<file path="config.mk">
export PLATFORM = sky130hd
export DESIGN_NAME = sram_host_ctl
export DESIGN_NICKNAME = d
export VERILOG_FILES = /design/src/sram_ctl_pkg.sv /design/src/sram_cycle_timer.sv /design/src/sram_host_ctl.sv
export SDC_FILE = /design/constraint.sdc
export NUM_CORES = 1
export LEC_CHECK = 0
export CORE_MARGIN = 2
export CORE_UTILIZATION = 43
export CTS_CLUSTER_SIZE = 40
export DETAILED_ROUTE_END_ITERATION = 16
export DONT_BUFFER_PORTS = 1
export HOLD_SLACK_MARGIN = 0.03
export MAX_ROUTING_LAYER = met4
export REMOVE_ABC_BUFFERS = 1
export SLEW_MARGIN = 30
export SYNTH_ARGS = -nofsm -noshare
export SYNTH_HDL_FRONTEND = slang
export SYNTH_SLANG_ARGS = --single-unit
</file>
<file path="constraint.sdc">
create_clock -name MCLK -period 2.1 [get_ports MCLK]
set_input_delay 0.42 -clock MCLK [delete_from_list [all_inputs] [get_ports MCLK]]
set_output_delay 0.42 -clock MCLK [all_outputs]
set_load 0.01 [all_outputs]
</file>
<file path="src/sram_ctl_pkg.sv">
// Constants for the asynchronous static memory host controller
package sram_ctl_pkg;
  localparam int ADDR_W = 19;
  localparam int DATA_W = 8;
  localparam int CLK_PERIOD_NS = 25;
  // Timing figures in ns
  localparam int T_RC_NS = 70;
  localparam int T_WC_NS = 70;
  localparam int T_PWE_NS = 50;
  localparam int T_HZWE_NS = 25;
  localparam int T_HZOE_NS = 25;
  localparam int T_SD_NS = 30;
  localparam int T_HD_NS = 0;
  // Minimum times round up to whole cycles, never below one
  function automatic int cyc_min(input int ns);
    int c;
    c = (ns + CLK_PERIOD_NS - 1) / CLK_PERIOD_NS;
    return (c < 1) ? 1 : c;
  endfunction : cyc_min
  localparam int RD_CYC = cyc_min(T_RC_NS);
  localparam int WR_CYC = cyc_min(T_PWE_NS);
  localparam int WR_OE_CYC = cyc_min(T_HZWE_NS + T_SD_NS);
  localparam int TURN_CYC = cyc_min(T_HZOE_NS);
  localparam int CNT_W = 4;
endpackage : sram_ctl_pkg

</file>
<file path="src/sram_cycle_timer.sv">
// Down counter that times each phase of a memory cycle
`timescale 1ns/10ps
module sram_cycle_timer
  import sram_ctl_pkg::*;
#(
  parameter int W = CNT_W
) (
  input wire logic clk,
  input wire logic rst,
  input wire logic load,
  input wire logic [W-1:0] value,
  output logic done
);
  logic [W-1:0] cnt_r;
  // Load with phase length, count down to zero
  always_ff @(posedge clk) begin
    if (rst) begin
      cnt_r <= '0;
    end else if (load) begin
      cnt_r <= value;
    end else if (cnt_r != '0) begin
      cnt_r <= cnt_r - 1'b1;
    end
  end
  // Done looks only at the count, so loads that depend on it form no loop
  assign done = (cnt_r == '0);
endmodule : sram_cycle_timer

</file>
<file path="src/sram_host_ctl.sv">
// Host controller driving a 512K x 8 asynchronous static memory
`timescale 1ns/10ps
module sram_host_ctl
  import sram_ctl_pkg::*;
#(
  parameter int AW = ADDR_W,
  parameter int DW = DATA_W
) (
  input wire logic MCLK,
  input wire logic RST,
  input wire logic REQ_VALID,
  input wire logic REQ_WRITE,
  input wire logic [AW-1:0] REQ_ADDR,
  input wire logic [DW-1:0] REQ_WDATA,
  output logic REQ_READY,
  output logic RSP_VALID,
  output logic [DW-1:0] RSP_RDATA,
  output logic [AW-1:0] MEM_ADDR,
  output logic MEM_SEL_N,
  output logic MEM_WR_N,
  output logic MEM_GATE_N,
  input wire logic [DW-1:0] MEM_DQ_I,
  output logic [DW-1:0] MEM_DQ_O,
  output logic MEM_DQ_OE
);
  // Phases of one memory cycle; setup lets the address settle first
  typedef enum logic [2:0] {
    S_IDLE, S_RSETUP, S_READ, S_WSETUP, S_WRITE, S_WHOLD, S_TURN
  } state_t;

  state_t state_r, state_nxt;
  logic [AW-1:0] addr_r;
  logic [DW-1:0] wdata_r, rdata_r;
  logic rsp_r, sel_n_r, wr_n_r, gate_n_r, oe_r;
  logic [DW-1:0] dq_s1_r, dq_s2_r;
  logic load;
  logic [CNT_W-1:0] load_val;
  logic done;

  // Larger of two cycle counts
  function automatic int max_cyc(input int x, input int y);
    return (x > y) ? x : y;
  endfunction : max_cyc

  // Timer loads per phase; a loaded value n holds the phase n+1 cycles
  // Read window keeps two extra cycles for the data synchroniser
  localparam logic [CNT_W-1:0] SETUP_LEN = CNT_W'(1);
  localparam logic [CNT_W-1:0] READ_LEN = CNT_W'(RD_CYC + 2);
  localparam logic [CNT_W-1:0] WRITE_LEN =
    CNT_W'(max_cyc(WR_CYC, WR_OE_CYC));
  localparam logic [CNT_W-1:0] HOLD_LEN = CNT_W'(1);
  localparam logic [CNT_W-1:0] TURN_LEN = CNT_W'(TURN_CYC);

  // Phase timer
  sram_cycle_timer #(.W(CNT_W)) u_timer (
    .clk(MCLK),
    .rst(RST),
    .load(load),
    .value(load_val),
    .done(done)
  );

  // Read data pins come from outside the clock domain
  // The captured byte lags the pins by two cycles; the read window covers it
  always_ff @(posedge MCLK) begin
    dq_s1_r <= MEM_DQ_I;
    dq_s2_r <= dq_s1_r;
  end

  // Next state and phase loads
  always_comb begin
    state_nxt = state_r;
    load = 1'b0;
    load_val = '0;
    case (state_r)
      // Take one request, then let the address settle for two cycles
      S_IDLE: begin
        if (REQ_VALID) begin
          load = 1'b1;
          load_val = SETUP_LEN;
          state_nxt = REQ_WRITE ? S_WSETUP : S_RSETUP;
        end
      end
      // Address stands before select falls
      S_RSETUP: begin
        if (done) begin
          load = 1'b1;
          load_val = READ_LEN;
          state_nxt = S_READ;
        end
      end
      // Select and gate low for the access plus the synchroniser
      S_READ: begin
        if (done) begin
          load = 1'b1;
          load_val = TURN_LEN;
          state_nxt = S_TURN;
        end
      end
      // Write data driven two cycles before the strobe overlap
      S_WSETUP: begin
        if (done) begin
          load = 1'b1;
          load_val = WRITE_LEN;
          state_nxt = S_WRITE;
        end
      end
      // Overlap long enough for strobe width and turnoff plus setup
      S_WRITE: begin
        if (done) begin
          load = 1'b1;
          load_val = HOLD_LEN;
          state_nxt = S_WHOLD;
        end
      end
      // Data still driven after select and strobe rise together
      S_WHOLD: begin
        if (done) begin
          state_nxt = S_IDLE;
        end
      end
      // Device releases the data pins before the next cycle
      S_TURN: begin
        if (done) begin
          state_nxt = S_IDLE;
        end
      end
      default: state_nxt = S_IDLE;
    endcase
  end

  // Pin levels for each phase
  // Select is low only in the read and write windows; setup, hold and
  // turnaround phases leave the device deselected
  wire req_take = (state_r == S_IDLE) && REQ_VALID;
  wire sel_nxt = (state_nxt == S_READ) || (state_nxt == S_WRITE);
  wire wr_nxt = (state_nxt == S_WRITE);
  wire gate_nxt = (state_nxt == S_READ);
  wire oe_nxt = (state_nxt == S_WSETUP) || (state_nxt == S_WRITE) ||
                (state_nxt == S_WHOLD);
  wire rd_end = (state_r == S_READ) && done;

  // State register
  always_ff @(posedge MCLK) begin
    if (RST) begin
      state_r <= S_IDLE;
    end else begin
      state_r <= state_nxt;
    end
  end

  // Controls: select and strobe rise together at write end, data held
  always_ff @(posedge MCLK) begin
    if (RST) begin
      sel_n_r <= 1'b1;
      wr_n_r <= 1'b1;
      gate_n_r <= 1'b1;
      oe_r <= 1'b0;
    end else begin
      sel_n_r <= !sel_nxt;
      wr_n_r <= !wr_nxt;
      gate_n_r <= !gate_nxt;
      oe_r <= oe_nxt;
    end
  end

  // Read response pulse, one cycle, as select and gate rise
  always_ff @(posedge MCLK) begin
    if (RST) begin
      rsp_r <= 1'b0;
    end else begin
      rsp_r <= rd_end;
    end
  end

  // Address and data latched at request; address set before select
  always_ff @(posedge MCLK) begin
    if (RST) begin
      addr_r <= '0;
      wdata_r <= '0;
    end else if (req_take) begin
      addr_r <= REQ_ADDR;
      wdata_r <= REQ_WDATA;
    end
  end

  // Read byte taken from the synchronised pins as the window closes;
  // it stands until the next read ends
  always_ff @(posedge MCLK) begin
    if (RST) begin
      rdata_r <= '0;
    end else if (rd_end) begin
      rdata_r <= dq_s2_r;
    end
  end

  // Host side handshake and read response
  assign REQ_READY = (state_r == S_IDLE);
  assign RSP_VALID = rsp_r;
  assign RSP_RDATA = rdata_r;

  // Memory pins, all straight from flip-flops
  assign MEM_ADDR = addr_r;
  assign MEM_SEL_N = sel_n_r;
  assign MEM_WR_N = wr_n_r;
  assign MEM_GATE_N = gate_n_r;
  assign MEM_DQ_O = wdata_r;
  assign MEM_DQ_OE = oe_r;
endmodule : sram_host_ctl

</file>
==> impl_metrics.json, run 1 <==
{
  "routed_wl_um": 4290,
  "grt_pass1_vias": 1404,
  "die_x_um": 75.6,
  "gp_congestion": 0.835,
  "min_path_type": "in -> reg",
  "setup.worst_path.class": "reg -> reg",
  "yosys.area.top_type": "dfxtp_1",
  "ys_ff_latch": 63,
  "worstReg2RegEnd": "MEM_GATE_N",
  "antenna_cells": 0,
  "core_mm2": 0.00504,
  "clockBufferDepth": 2,
  "synth_edf_count": 0,
  "worstSkewPairLatency_ns": 0.33,
  "timing.final.crit_share_pct": 91.0,
  "hold_buffers": 0,
  "vias_per_cell": 5.06,
  "fmax_ghz": 0.523,
  "p_leak_nw": 0.978,
  "yosysSeqAreaShare_pct": 57.1,
  "pre_cts_slack_ns": 0.125,
  "grt_max_degree": 48,
  "htreeDepth": 3,
  "p_per_area_mw_per_mm2": 1460,
  "ant_nets": 0,
  "io_pins": 80,
  "min_from": "MEM_DQ_I[0]",
  "antenna_found_initial": 0,
  "num_vias": 1610,
  "syn_to_final_growth_pct": 12.7,
  "grt_pass1_wl_um": 6400,
  "layout_setup_ws_ns": 0.188,
  "tightest_slew_ns": 0.507,
  "drtIter0Drc": 106,
  "ys.flop_type": "dfxtp_1",
  "relSlewSlack_pct": 66.1,
  "drc": 0,
  "start_util_pct": 43.8,
  "syn_area_mm2": 0.00221,
  "drive_gt1_share_pct": 11.7,
  "r2r_slack_ns": 0.19,
  "yosysTopAreaCellShare_pct": 57.1,
  "cpPeakStageDelay_ns": 0.45,
  "whs_ns": 0.116,
  "synth_area_leaders": "dfxtp_1, nand2_1, a21oi_1",
  "grtUsageTotal_pct": 15.6,
  "run_status": "finished, final reports clean",
  "cp_num_cells": 6,
  "port-buffer-count": 0,
  "dp_cells": 302,
  "worstPathRequired_ns": 2.31,
  "max-cap-violations": 0,
  "startpoint_type": "register",
  "fin_nets": 283,
  "critPathSlowestCell": "or4b_1",
  "endpoint_kind": "register",
  "die-area_mm2": 0.00572,
  "overflow": 0,
  "rows": 26,
  "hold_viol_final": 0,
  "synth.distinct_cells": 36,
  "tns_ns": 0,
  "cp_cell_sequence": "inv_1 > ha_1 > nor3b_2 > a21o_2 > a32oi_2 > or4b_1",
  "dpl_cell_area_mm2": 0.00226,
  "syn_avg_cell_area_um2": 9.12,
  "fin_skew_ns": 0.00849,
  "cts_tree": "yes",
  "cts_root_buffer": "clkbuf_8",
  "ir_worst_vdd_uv": 767,
  "final_cells": 318,
  "cts-buffers-inserted": 9,
  "die_h_um": 75.6,
  "fin_crit_ns": 1.91,
  "crit_buf_inv": 1,
  "clk_pin_slew_ns": 0.08,
  "cp.arrival_ns": 2.12,
  "cts_sinks": 63,
  "yosys_warnings": 0,
  "r2r-start": "u_timer.cnt_r[0]",
  "critPathTopFamily": "simple AND/OR/NAND/NOR gates",
  "drv_slew": 0,
  "hpwl_um": 2730,
  "min_delay_worst_endpoint": "dq_s1_r[0]",
  "r2r_cells": 6,
  "dr.pass1.iters": 5,
  "wl_per_cell_um": 13.5,
  "syn_inst": 242,
  "cp_max_fo": 7,
  "whs_path_depth": 0,
  "synthArstFlopShare_pct": 0,
  "setup_viol": 0,
  "design_area_mm2": 0.00249,
  "rsz0062_at_grt": "false"
}
==> power breakdown <==
group          switching [mW]  leakage (nW)  internal, mW
clock                   0.469         0.105         0.669
combinational           0.514         0.353         0.391
sequential              0.213         0.520          1.38
==> worst register-to-register path, delay by kind of cell (launching register included) <==
family | cells | cell delay, ns
AO/OA/AOI/OAI | 2 | 0.45
adder cells (fa/ha/maj) | 1 | 0.25
flip-flops | 1 | 0.36
buffers and inverters | 1 | 0.05
AND/OR/NAND/NOR | 2 | 0.68
==> logic make-up (layout without fill, tap and decap cells) <==
logic type	count (synthesis)	after routing	synth area share, %
xor+xnor	1	1	0.397
simple gates	94	94	19.3
fa+ha+maj	1	1	0.567
buf+inv	21	27	4.65
mux	8	8	3.63
flops	63	63	57.1
compound gates	54	54	14.3
==> worst max-delay path by stage <==
stage	slack, ns	startpoint	end
floorplan	0.27	u_timer.cnt_r[0]	MEM_GATE_N
global placement	0.19	u_timer.cnt_r[0]	u_timer.cnt_r[1]
detailed placement	0.12	u_timer.cnt_r[0]	u_timer.cnt_r[1]
CTS	0.10	u_timer.cnt_r[0]	u_timer.cnt_r[1]
global route	0.11	u_timer.cnt_r[0]	u_timer.cnt_r[1]
finish	0.19	u_timer.cnt_r[0]	MEM_GATE_N
==> per-layer routing <==
layer	wire length, µm	GRT usage (%)
met1	1930	19.1
met2	2030	22.3
met3	282	6.22
met4	49	7.60
met5	0	-
==> area by class of cell <==
| type | instances | area [µm²] |
|---|---|---|
| inverter | 4 | 15.0 |
| clock inverter | 7 | 97.6 |
| sequential | 63 | 1260 |
| timing repair buffer | 7 | 52.6 |
| clock buffer | 9 | 124 |
| tap | 70 | 87.6 |
| multi-input combinational | 158 | 850 |
| fill | 503 | 2550 |
==> cells in the final DEF, fill, tap and decap left out, drive strengths merged, types with 2 or more instances in the layout <==
cell      instances
dfxtp            63
nand2            58
nor2             16
buf               7
nand3             3
clkinv            3
nand3b            4
o21ai             6
and2              2
nor3              3
bufinv            2
mux2i             8
inv               4
clkinvlp          2
a21oi            37
clkbuf            9
a21o              2
==> per-stage QoR <==
stage          util [%]  total power [mW]
2_1_floorplan         -              2.24
3_3_place_gp       44.8              2.50
3_5_place_dp       44.8              2.52
4_1_cts            49.2              3.67
5_1_grt            49.3              3.89
6_report           49.3              3.64
==> timing repair <==
item | 4_1_cts | 5_1_grt
resized for setup | 0 | 2
buffers inserted | 0 | 0
endpoints found under the setup margin | 0 | 3
==> state kept, by name, indices dropped and copies added, names as in the netlist <==
name	flops
MEM_SEL_N	1
MEM_GATE_N	1
MEM_WR_N	1
dq_s1_r	8
state_r	3
MEM_DQ_O	8
MEM_DQ_OE	1
dq_s2_r	8
u_timer.cnt_r	4
RSP_VALID	1
RSP_RDATA	8
MEM_ADDR	19
==> cell usage after synthesis, drive strengths merged, types with 2 or more instances <==
cell type,n
dfxtp,63
nand2,58
a21oi,37
nor2,16
clkbuf,10
mux2i,8
buf,7
o21ai,6
inv,4
nand3b,4
nand3,3
nor3,3
a21o,2
and2,2
No activity file was read; power rests on OpenSTA's default activity.
==> run 2, diff against run 1 <==
- ABC_AREA: default -> 1
==> run 2 against run 1 <==
  * Clock power down 9.6%
  * Non-clock buffer count down 3
  * Via count up 4.8%
  * First-iteration DRC count down 12%
  * Critical path type is now reg -> out
==> impl_metrics.json, run 2 <==
{
  "routed_wl_um": 4550,
  "die-area_mm2": 0.00596,
  "grt_max_degree": 34,
  "io_pins": 80,
  "setup_viol": 0,
  "cts_root_buffer": "clkbuf_8",
  "cpPeakStageDelay_ns": 0.54,
  "rows": 26,
  "hold_viol_final": 0,
  "p_leak_nw": 1.10,
  "start_util_pct": 44.8,
  "cts-buffers-inserted": 9,
  "clk_pin_slew_ns": 0.06,
  "overflow": 0,
  "yosysSeqAreaShare_pct": 54.8,
  "layout_setup_ws_ns": 0.568,
  "cp_max_fo": 10,
  "vias_per_cell": 4.77,
  "synthArstFlopShare_pct": 0,
  "rsz0062_at_grt": "false",
  "syn_to_final_growth_pct": 9.57,
  "die_h_um": 77.2,
  "fmax_ghz": 0.653,
  "drc": 0,
  "grt_pass1_vias": 1598,
  "pre_cts_slack_ns": 0.599,
  "num_vias": 1688,
  "fin_crit_ns": 1.53,
  "timing.final.crit_share_pct": 73.0,
  "yosysTopAreaCellShare_pct": 54.8,
  "cts_setup_buffers": 0,
  "startpoint_type": "register",
  "min_path_type": "in -> reg",
  "dpl_cell_area_mm2": 0.00233,
  "fin_nets": 320,
  "hpwl_um": 3120,
  "die_x_um": 77.2,
  "max-cap-violations": 0,
  "port-buffer-count": 0,
  "design_area_mm2": 0.00252,
  "grt_pass1_wl_um": 7580,
  "relSlewSlack_pct": 75.8,
  "syn_inst": 277,
  "worstPathRequired_ns": 1.68,
  "synth.most_common_cell": "nor2_1",
  "drv_slew": 0,
  "grtUsageTotal_pct": 16.8,
  "tns_ns": 0,
  "cp.arrival_ns": 1.11,
  "ir_worst_vdd_uv": 735,
  "post_cts_resized": 0,
  "p_per_area_mw_per_mm2": 1660,
  "antenna_cells": 0,
  "gp_congestion": 0.824,
  "fin_skew_ns": 0.00400,
  "drive_gt1_share_pct": 19.4,
  "ant_nets": 0,
  "wl_per_cell_um": 12.8,
  "critPathSlowestCell": "dfxtp_1",
  "cts_sinks": 63,
  "clockBufferDepth": 2,
  "htreeDepth": 3,
  "synth_area_leaders": "dfxtp_1, nor2_1, o21ai_0",
  "core_mm2": 0.00514,
  "dr.pass1.iters": 4,
  "worstSkewPairLatency_ns": 0.33,
  "syn_avg_cell_area_um2": 8.31,
  "ys_ff_latch": 63,
  "final_cell_mix": "nor2_1, dfxtp_1, o21ai_0",
  "endpoint_kind": "output port",
  "synth.distinct_cells": 23,
  "setup.worst_path.class": "reg -> out",
  "tightest_slew_ns": 0.362,
  "antenna_found_initial": 0,
  "syn_area_mm2": 0.00230,
  "drtIter0Drc": 93,
  "hold_buffers": 0,
  "ys.flop_type": "dfxtp_1",
  "mostFrequentLayoutCell": "nor2_1",
  "yosys_warnings": 0,
  "run_status": "finished, final reports clean",
  "yosys.area.top_type": "dfxtp_1",
  "cts_tree": "yes",
  "cp_cell_sequence": "nor2_4 > nand2_4 > inv_1",
  "largest_reg_flops": 19,
  "netlist_top_cells_count": "nor2_1, dfxtp_1, o21ai_0",
  "synth_edf_count": 0
}
[run 2: changes by cell type after synthesis, sizes merged, moves of 3 or more]
| cell | change |
|---|---|
| clkbuf | -5 |
| nor2 | +82 |
| nor3 | -3 |
| mux2i | -8 |
| a21oi | -34 |
| nand3b | -4 |
| inv | +17 |
| o21ai | +31 |
| nand3 | +9 |
| nand2 | -32 |
[run 2: layer usage]
metal  vias to the layer above  part of all wire, %  global-route usage (%)
met4                         0                  1.2                    10.2
met5                         -                    0                       -
met3                         5                  6.0                    3.88
met1                       755                   45                    20.0
met2                        56                   48                    25.9
li1                        872                    -                       -
[run 2: layout make-up]
cell class	count	area, µm²
inverter	21	78.8
clock inverter	4	45.0
fill	538	2620
sequential	63	1260
tap	70	87.6
multi-input combinational	181	868
clock buffer	11	151
timing repair buffer	4	30.0
[run 2: final timing paths]
check	startpoint	endpoint	slack (ns)	depth (start not counted)
hold reg to reg	dq_s1_r[2]	dq_s2_r[2]	0.33	0
setup / recovery	state_r[1]	REQ_READY	0.57	3
setup reg to reg	u_timer.cnt_r[0]	MEM_SEL_N	0.59	10
hold / removal	MEM_DQ_I[3]	dq_s1_r[3]	0.11	0
[run 2: cells by family (layout without fill, tap and decap cells)]
family                   after synthesis  after routing  share of synthesized area [%]
flip-flops                            63             63                           54.8
AND/OR/NAND/NOR                      137            137                           27.2
XOR/XNOR                               2              2                          0.761
AO/OA/AOI/OAI                         41             41                           9.19
buffers and inverters                 33             40                           7.50
adder cells (fa/ha/maj)                1              1                          0.543
[run 2: metrics by stage]
stage	hold WS, ns	total power [mW]	util [%]	cells
2_1_floorplan	0.310	2.85	-	265
3_3_place_gp	0.310	3.17	45.3	339
3_5_place_dp	0.312	3.19	45.3	339
4_1_cts	0.0956	4.24	49.1	354
5_1_grt	0.0949	4.53	49.1	354
6_report	0.115	4.19	49.1	354
[run 2: power by group]
group	leakage (nW)	switching (mW)	internal [mW]
clock	0.105	0.434	0.600
sequential	0.522	0.355	1.52
combinational	0.475	0.856	0.421
[run 2: worst max-delay path, delay by kind of cell, from the launching register on]
kind	cells	cell delay, ns
DFF	1	0.54
and+or+nand+nor	2	0.18
buffers and inverters	1	0.07
